==> src/inc/pxc_pkg.sv <==
`default_nettype none
package pxc_pkg;
	localparam logic [4:0] PXC_REG_ADDR = 5'h10;
	localparam int PXC_BIT_OVR = 15;
	localparam int PXC_ADDR_HI = 10;
	localparam int PXC_ADDR_LO = 6;
	localparam int PXC_BIT_SCR_TEST = 5;
	localparam int PXC_BIT_NRZI = 3;
	localparam int PXC_BIT_INV_CODE = 2;
	localparam int PXC_BIT_CIPHER_DIS = 0;
	// Bits that a write can store; address and reserved bits excluded
	localparam logic [15:0] PXC_WR_MASK = 16'h802d;
	localparam logic [15:0] PXC_RESET_VAL = 16'h0008;
endpackage : pxc_pkg
`default_nettype wire

==> src/hdl/pxc_code_map.sv <==
`default_nettype none
module pxc_code_map
	import pxc_pkg::*;
(
	input wire logic [3:0] nibble,
	input wire logic force_invalid,
	output logic [4:0] code
);
	// Standard 4B/5B data code table
	function automatic logic [4:0] pxc_std(input logic [3:0] n);
		unique case (n)
			4'h0: pxc_std = 5'h1e;
			4'h1: pxc_std = 5'h09;
			4'h2: pxc_std = 5'h14;
			4'h3: pxc_std = 5'h15;
			4'h4: pxc_std = 5'h0a;
			4'h5: pxc_std = 5'h0b;
			4'h6: pxc_std = 5'h0e;
			4'h7: pxc_std = 5'h0f;
			4'h8: pxc_std = 5'h12;
			4'h9: pxc_std = 5'h13;
			4'ha: pxc_std = 5'h16;
			4'hb: pxc_std = 5'h17;
			4'hc: pxc_std = 5'h1a;
			4'hd: pxc_std = 5'h1b;
			4'he: pxc_std = 5'h1c;
			default: pxc_std = 5'h1d;
		endcase
	endfunction : pxc_std

	// Raw test codes, reachable only under the test condition
	function automatic logic [4:0] pxc_raw(input logic [3:0] n);
		unique case (n)
			4'h8: pxc_raw = 5'h00;
			4'h9: pxc_raw = 5'h0d;
			4'ha: pxc_raw = 5'h0c;
			4'hb: pxc_raw = 5'h11;
			4'hc: pxc_raw = 5'h10;
			4'hd: pxc_raw = 5'h19;
			4'he: pxc_raw = 5'h18;
			4'hf: pxc_raw = 5'h1f;
			default: pxc_raw = {1'b0, n};
		endcase
	endfunction : pxc_raw

	// Select table
	always_comb begin
		if (force_invalid) begin
			code = pxc_raw(nibble);
		end else begin
			code = pxc_std(nibble);
		end
	end
endmodule : pxc_code_map
`default_nettype wire

==> src/hdl/pxc_ext_ctrl.sv <==
`default_nettype none
module pxc_ext_ctrl
	import pxc_pkg::*;
(
	input wire logic mclk,
	input wire logic rst_b,
	input wire logic soft_reset,
	input wire logic [4:0] mgmt_addr,
	input wire logic mgmt_wr,
	input wire logic mgmt_rd,
	input wire logic [15:0] mgmt_wdata,
	output logic [15:0] mgmt_rdata,
	output logic override_protected_bit,
	input wire logic addr4_led_pin,
	input wire logic addr3_led_pin,
	input wire logic addr2_led_pin,
	input wire logic addr1_led_pin,
	input wire logic addr0_led_pin,
	input wire logic speed_100,
	input wire logic [3:0] tx_nibble,
	input wire logic tx_err,
	output logic [4:0] tx_code,
	output logic force_unlock,
	output logic nrzi_en,
	output logic scramble_en,
	output logic descramble_en,
	output logic [4:0] phy_addr
);
	////////////////////////////////////////////////////////////////
	logic rst_m_q;
	logic rst_s_q;
	logic [15:0] ctrl_q;
	logic [4:0] addr_q;
	logic cap_q;
	logic [4:0] code_d;
	logic hit_wr;
	logic [15:0] reg_view;
	logic hit_rd;
	logic [4:0] strap_pins;
	logic [4:0] strap_s1_q;
	logic [4:0] strap_s2_q;
	logic [4:0] strap_s3_q;
	logic [4:0] strap_q;
	logic force_invalid_d;
	logic cipher_on;

	// True when an access names this register; every other address
	// reads back as zero, and a write there clears only the override bit
	function automatic logic pxc_hit(input logic [4:0] a);
		pxc_hit = (a == PXC_REG_ADDR);
	endfunction : pxc_hit

	// Line coding only runs at the fast rate; the slow rate must
	// never see these controls raised
	function automatic logic pxc_fast(input logic fast, input logic en);
		pxc_fast = fast & en;
	endfunction : pxc_fast

	// Reset release through two flops, so every reset flop below leaves
	// reset on the same clean edge; the strap stages have no reset
	always_ff @(posedge mclk or negedge rst_b) begin
		if (!rst_b) begin
			rst_m_q <= 1'b0;
			rst_s_q <= 1'b0;
		end else begin
			rst_m_q <= 1'b1;
			rst_s_q <= rst_m_q;
		end
	end

	// Access decode, shared by the write and read paths
	assign hit_wr = mgmt_wr && pxc_hit(mgmt_addr);
	assign hit_rd = mgmt_rd && pxc_hit(mgmt_addr);

	////////////////////////////////////////////////////////////////
	// Strap pins gathered into one word, address bit 4 on top; they
	// share their pins with the lamps once reset is over
	assign strap_pins = {addr4_led_pin, addr3_led_pin, addr2_led_pin,
		addr1_led_pin, addr0_led_pin};

	// Straps are asynchronous to mclk; the stages run free, also in
	// reset, so a settled level is waiting when the capture edge comes
	always_ff @(posedge mclk) begin
		strap_s1_q <= strap_pins;
		strap_s2_q <= strap_s1_q;
		strap_s3_q <= strap_s2_q;
	end

	// A level only counts once the last two stages agree, so a pin
	// caught mid-swing cannot leak a half-settled address bit
	always_ff @(posedge mclk) begin
		if (strap_s2_q == strap_s3_q) begin
			strap_q <= strap_s3_q;
		end
	end

	////////////////////////////////////////////////////////////////
	// Address straps: caught on the first edge after reset release;
	// soft reset cannot touch them. Limitation: the straps must sit
	// still for four clocks before that edge
	always_ff @(posedge mclk or negedge rst_s_q) begin
		if (!rst_s_q) begin
			addr_q <= 5'h00;
			cap_q <= 1'b1;
		end else if (cap_q) begin
			addr_q <= strap_q;
			cap_q <= 1'b0;
		end
	end

	////////////////////////////////////////////////////////////////
	// Control bits; address and reserved write data dropped, and a
	// soft reset in the same clock as a write wins over it
	always_ff @(posedge mclk or negedge rst_s_q) begin
		if (!rst_s_q) begin
			ctrl_q <= PXC_RESET_VAL;
		end else if (soft_reset) begin
			ctrl_q <= PXC_RESET_VAL;
		end else if (hit_wr) begin
			ctrl_q <= mgmt_wdata & PXC_WR_MASK;
		end else if (mgmt_wr) begin
			ctrl_q[PXC_BIT_OVR] <= 1'b0;
		end
	end

	// Enable holds until a soft reset or a write to another address clears it; a write
	// to this register loads it from the written bit 15
	assign override_protected_bit = ctrl_q[PXC_BIT_OVR];

	// Register as the station sees it: stored bits with the strap
	// latch laid over the address field
	always_comb begin
		reg_view = ctrl_q;
		reg_view[PXC_ADDR_HI:PXC_ADDR_LO] = addr_q;
	end

	////////////////////////////////////////////////////////////////
	// Read data registered on a read strobe; it stands until the next
	// read, so a slow station may pick it up late
	always_ff @(posedge mclk or negedge rst_s_q) begin
		if (!rst_s_q) begin
			mgmt_rdata <= 16'h0000;
		end else if (mgmt_rd) begin
			mgmt_rdata <= hit_rd ? reg_view : 16'h0000;
		end
	end

	////////////////////////////////////////////////////////////////
	// Raw test codes only while the test bit and transmit error meet;
	// at any other time every nibble takes the standard table
	assign force_invalid_d = ctrl_q[PXC_BIT_INV_CODE] & tx_err;

	pxc_code_map u_map (
		.nibble(tx_nibble),
		.force_invalid(force_invalid_d),
		.code(code_d)
	);

	// Transmit code, one clock behind its nibble; registering it keeps
	// the table decode off the serialiser's timing path
	always_ff @(posedge mclk or negedge rst_s_q) begin
		if (!rst_s_q) begin
			tx_code <= 5'h00;
		end else begin
			tx_code <= code_d;
		end
	end

	////////////////////////////////////////////////////////////////
	// Descrambler loses lock for as long as the test bit stays set;
	// clearing the bit lets it find lock again on live data
	always_ff @(posedge mclk or negedge rst_s_q) begin
		if (!rst_s_q) begin
			force_unlock <= 1'b0;
		end else begin
			force_unlock <= ctrl_q[PXC_BIT_SCR_TEST];
		end
	end

	// NRZI only at the fast rate; at the slow rate the stored bit is
	// kept but has no effect on the line
	always_ff @(posedge mclk or negedge rst_s_q) begin
		if (!rst_s_q) begin
			nrzi_en <= 1'b0;
		end else begin
			nrzi_en <= pxc_fast(speed_100, ctrl_q[PXC_BIT_NRZI]);
		end
	end

	// One cipher bit drives both directions, so the two paths can
	// never disagree about whether the line is scrambled
	assign cipher_on = ~ctrl_q[PXC_BIT_CIPHER_DIS];

	// Transmit scrambler, fast rate only; a set disable bit sends
	// plain data and idles
	always_ff @(posedge mclk or negedge rst_s_q) begin
		if (!rst_s_q) begin
			scramble_en <= 1'b0;
		end else begin
			scramble_en <= pxc_fast(speed_100, cipher_on);
		end
	end

	// Receive descrambler, fast rate only; follows the same bit as
	// the transmit side
	always_ff @(posedge mclk or negedge rst_s_q) begin
		if (!rst_s_q) begin
			descramble_en <= 1'b0;
		end else begin
			descramble_en <= pxc_fast(speed_100, cipher_on);
		end
	end

	// Latched address copied out; it follows the capture by one clock
	// and a soft reset never reaches it
	always_ff @(posedge mclk or negedge rst_s_q) begin
		if (!rst_s_q) begin
			phy_addr <= 5'h00;
		end else begin
			phy_addr <= addr_q;
		end
	end
endmodule : pxc_ext_ctrl
`default_nettype wire

==> config.mk <==
export PLATFORM = sky130hd
export DESIGN_NAME = pxc_ext_ctrl
export DESIGN_NICKNAME = d
export VERILOG_FILES = /design/src/inc/pxc_pkg.sv /design/src/hdl/pxc_code_map.sv /design/src/hdl/pxc_ext_ctrl.sv
export SDC_FILE = /design/constraint.sdc
export NUM_CORES = 1
export LEC_CHECK = 0
export ABC_CLOCK_PERIOD_IN_PS = 1490
export BUFFER_PORTS_ARGS = -buffer_cell sky130_fd_sc_hd__buf_2
export CAP_MARGIN = 20
export CORE_MARGIN = 10
export CORE_UTILIZATION = 48
export DETAILED_ROUTE_END_ITERATION = 10
export GPL_TIMING_DRIVEN = 0
export PLACE_DENSITY = 0.83
export SYNTH_ARGS = -nofsm -noshare
export SYNTH_HDL_FRONTEND = slang
export SYNTH_SLANG_ARGS = --single-unit
==> constraint.sdc <==
create_clock -name mclk -period 1.49 [get_ports mclk]
set_input_delay 0.0745 -clock mclk [delete_from_list [all_inputs] [get_ports mclk]]
set_output_delay 0.0745 -clock mclk [all_outputs]
set_load 0.01 [all_outputs]
After elaboration in Yosys (flattened, before gate mapping)
Memory sizes are Yosys's and may differ from the RTL's.
Index checks and enable logic that the tools add are counted.
{"block": "op_classes", "addsub": 0, "multipliers": 0, "div": 0, "order_cmp": 0, "n_eq_ne": 10, "shifts": 0, "n_mux": 7, "bitwise_logic": 4, "reduce_logical": 4}
{"op": "$pmux W5 S8", "n": 1}
{"op": "$eq A4 B4 Y1 const B", "n": 8}
{"op": "$mux W16", "n": 2}
{"op": "$mux W15", "n": 1}
{"op": "$eq A5 B5 Y1", "n": 1}
{"op": "$eq A5 B5 Y1 const B", "n": 1}
{"op": "$mux W5", "n": 1}
{"op": "$and A1 B1 Y1", "n": 3}
{"op": "$reduce_bool A3 Y1", "n": 1}
{"op": "$logic_and A1 B1 Y1", "n": 2}
{"op": "$mux W1", "n": 2}
{"op": "$reduce_bool A2 Y1", "n": 1}
{"op": "$not A1 Y1", "n": 1}
{"block": "word_totals", "register_bits": 73, "latchBits": 0, "ram_bits": 0, "rom_bits": 80, "out_inout_bits": 31, "wordCells": 42, "n_memories": 1}
{"name": "(name not given)", "words": 16, "width": 5, "rd": 1, "rd_ports_with_merged_regs": 0, "write_ports": 0, "line": "pxc_code_map.sv:11", "rtl": "unique case (n)"}

Logic depth before layout (Yosys ltp)
{"block": "depth", "depth_word": 4, "depth_mapped": 4}

Cells and area by module
A second synthesis with hierarchy kept.
{"block": "hier_totals", "hier_cells": 138, "hier_area_um2": 1949.4}
{"mod": "pxc_ext_ctrl", "n_inst": 1, "cells_per_inst": 111, "area_per_inst_um2": 1771.7, "seq_area_each_um2": 1353.8}
{"mod": "pxc_code_map", "n_inst": 1, "cells_per_inst": 27, "area_per_inst_um2": 177.7, "seq_area_each_um2": 0.0}

Worst setup path after synthesis
No wires, ideal clock.
{"block": "synth_timing", "path_type": "register to register", "start": "register strap_s3_q[4]", "end": "register strap_q[0], enable pin", "setup_time_ns": 0.374, "t_arrival_ns": 0.972, "t_required_ns": 1.116, "slack_ns": 0.145, "stages_incl_launch_ff": 4, "path_buffers": 0, "cell_sequence": "dfxtp_1 xnor2_1 nand3_1 nor3_1"}
{"block": "synth_via", "elab_chain_len": 1}
{"element": "start: declaration", "line": "pxc_ext_ctrl.sv:42", "rtl": "logic [4:0] strap_s3_q;"}
{"element": "start signal: assignment", "line": "pxc_ext_ctrl.sv:86", "rtl": "strap_s3_q <= strap_s2_q;"}
{"element": "$eq A5 B5 Y1", "line": "pxc_ext_ctrl.sv:92", "rtl": "if (strap_s2_q == strap_s3_q) begin"}
{"element": "end signal: assignment", "line": "pxc_ext_ctrl.sv:93", "rtl": "strap_q <= strap_s3_q;"}
{"element": "end: declaration", "line": "pxc_ext_ctrl.sv:43", "rtl": "logic [4:0] strap_q;"}
No other way between the ends.
A chain may end at the register's enable or synchronous reset.

Final worst setup path
Ends and elaborated chain as after synthesis.

==> flow_summary.ini <==
[synth]
synth-main-ff-cell = dfrtp_1
yosys_warnings = 0
synth_cells = 140
syn_area_sq_um = 1930
synth.area.top_cells = dfrtp_1 44%, dfxtp_1 16%, edfxtp_1 7.8%
synth_edf_count = 5
synth_top_area_share_pct = 44.0
synth.avg_cell_area_sq_um = 13.8
yosysTopAreaCell = dfrtp_1
synth-seq-cells = 56
yosysSeqAreaShare_pct = 70.0
ys_async_sr_fraction_pct = 64.3
synth_cell_types = 34

[pwr]
ir_drop_mv = 0.931
powerDensity_nw_per_um2 = 1120
power_mw = 2.78
p_leak_nw = 1.19

[clock_tree]
cts_buffer_depth = 2
cts_tree = done
clk_pin_slew_ns = 0.09
cts_setup_buffers = 0
clock_latency_ns = 0.30
ctsRootBufferMaster = clkbuf_8
cts_made_buffers = 5
htreeDepth = 2
cts.sinks = 56

[finish]
final_area_sq_um = 2480
fillerInstances = 308
utilization_pct = 63.0
drive_gt1_share_pct = 37.4
n_antenna_cell = 0
nets = 247
final_cells = 261
area_delta_synth_final_pct = 28.5

[sta]
min_period_over_period_pct = 88.5
setup_tns_ns = 0
slew_headroom_pct = 55.9
period_minus_slack_ns = 1.32
rsz0062_at_grt = false
layout_setup_ws_ns = 0.172
finalHoldViolCount = 0
finalSetupViolations = 0
worst_hold_slack_ns = 0.0291
slew_viol_final = 0
clock.fmax_ghz = 0.759
tightest_slew_ns = 0.661
finClkSkew_ns = 0.00795

[routing]
dr.pass1.iters = 5
dr.first_iter.drc_count = 84
ant_nets = 0
avgViaCountPerCell = 4.75
wl_microns = 3670
wire_per_inst_microns = 14.1
drc = 0
vias = 1241

[floorplanning]
rows = 23
die_w_microns = 83.5
start_util_pct = 49.1
die_h_microns = 83.5
die-area_sq_um = 6970
io_pins = 68
core_sq_um = 3940

[worst_setup_path]
criticalPathCategory = register to register
worstPathRequired_ns = 1.45
worstSetupEndpointType = register
crit_arrival_ns = 1.28
worst_r2r_path_depth = 3
crit_slowest_cell = nor3_2
critPathMaxFanout = 5
crit_path_start_kind = register
r2r_slack_ns = 0.17
r2r-end = strap_q[0]
r2r-start = strap_s3_q[4]
cp_cell_sequence = xnor2_1 -> nand3_1 -> nor3_2
slowest_delay_ns = 0.39

[global_route]
grt_util_all_layers_pct = 10.6
grt_max_degree = 22
antenna_found_initial = 0
grt_pass1_vias = 1245
grt_first_pass_wirelength_microns = 6120
grt_overflow = 0

[hold_path]
hold-path-endpoint = ctrl_q[15]
hold_depth = 2
hp-class = input port to register
hp-start = mgmt_wdata[15]

[placement]
place_area_sq_um = 2280
dpl.hpwl_microns = 2760
placed_cells = 244
routabilityCongestion = 0.737
dp_slack_ns = -0.0183
portBuffers = 47

[run]
maxCapViolations = 0

[status]
status = finished clean
state kept, by name (all words and copies together), names as in the netlist, 5 cells and up:
register	flops
mgmt_rdata	10
ctrl_q	5
strap_s1_q	5
phy_addr	5
addr_q	5
strap_q	5
tx_code	5
strap_s2_q	5
strap_s3_q	5
power breakdown:
part	leakage, nW	switching, mW	total, mW	internal (mW)
logic	0.511	0.103	0.215	0.113
clock network	0.0552	0.440	0.939	0.499
registers	0.620	0.0332	1.62	1.59
logic make-up (layout without fill, tap and decap cells):
| group | count (synthesis) | count (layout) | share of synthesized area, % |
|---|---|---|---|
| muxes | 9 | 9 | 4.98 |
| other | 2 | 8 | 0.388 |
| and+or+nand+nor | 26 | 26 | 6.99 |
| AOI/OAI and AO/OA | 26 | 26 | 9.96 |
| xor gates and xnor gates | 5 | 5 | 2.26 |
| buffers and inverters | 16 | 81 | 5.43 |
| DFF | 56 | 56 | 70.0 |
layer usage:
layer / vias to the layer above / global-route usage [%] / wire [microns]
met3: 2 / 5.47 / 335
li1: 606 / - / -
met4: 0 / 2.74 / 12
met2: 50 / 17.3 / 1820
met5: - / 0 / 0
met1: 583 / 11.9 / 1500
what timing repair did:
action / CTS / global route
hold endpoints to repair: 9 / 1
endpoints found under the setup margin: 5 / 0
gates resized for setup: 1 / 0
hold buffers: 8 / 1
cell type report:
class                   count  area [sq um]  share of cell area (%)
plain buffers              13          93.8                    3.78
clock buffers               6          72.6                    2.92
clock inverters             2          35.0                    1.41
inverters                   3          11.3                   0.453
multi-input cells          74           503                    20.2
flip-flops and latches     56          1350                    54.5
well taps                  50          62.6                    2.52
repair buffers             57           353                    14.2
cell usage in the layout (no fill, tap or decap), types with 2 or more instances in the layout:
master | synthesis | layout
buf_2 | 3 | 50
dfrtp_1 | 34 | 34
dfxtp_1 | 15 | 15
a22o_1 | 10 | 10
nand2_1 | 9 | 9
dlygate4sd3_1 | 0 | 9
conb_1 | 2 | 8
buf_4 | 7 | 7
a21oi_1 | 5 | 5
mux2_2 | 5 | 5
clkbuf_8 | 0 | 5
edfxtp_1 | 5 | 5
o21ai_0 | 4 | 4
nor2b_1 | 4 | 4
nor2_1 | 4 | 4
mux2i_1 | 4 | 4
xnor2_1 | 3 | 3
clkbuf_1 | 1 | 2
o2bb2ai_1 | 2 | 2
and2_1 | 2 | 2
inv_1 | 2 | 2
buf_6 | 2 | 2
xor2_1 | 2 | 2
dfstp_2 | 2 | 2
critical path, delay by kind of cell (launching register included):
kind / cells / cell delay [ns]
flip-flops: 1 / 0.33
XOR/XNOR: 1 / 0.15
AND/OR/NAND/NOR: 2 / 0.50
synthesized netlist by cell type (3+ instances only):
cell and number:
dfrtp_1 34, dfxtp_1 15, a22o_1 10, nand2_1 9, buf_4 7, a21oi_1 5, edfxtp_1 5, mux2_2 5
mux2i_1 4, nor2_1 4, nor2b_1 4, o21ai_0 4, buf_2 3, xnor2_1 3
how the worst max path moves through the flow:
stage / endpoint / from / slack [ns]
CTS: strap_q[4] / strap_s3_q[4] / 0.16
global route: strap_q[0] / strap_s3_q[4] / 0.08
detailed placement: strap_q[4] / strap_s3_q[4] / -0.02
finish: strap_q[0] / strap_s3_q[4] / 0.17
floorplan: strap_q[0] / strap_s3_q[4] / 0.14
global placement: strap_q[2] / strap_s3_q[2] / 0.03
(Power assumes the default switching activity.)
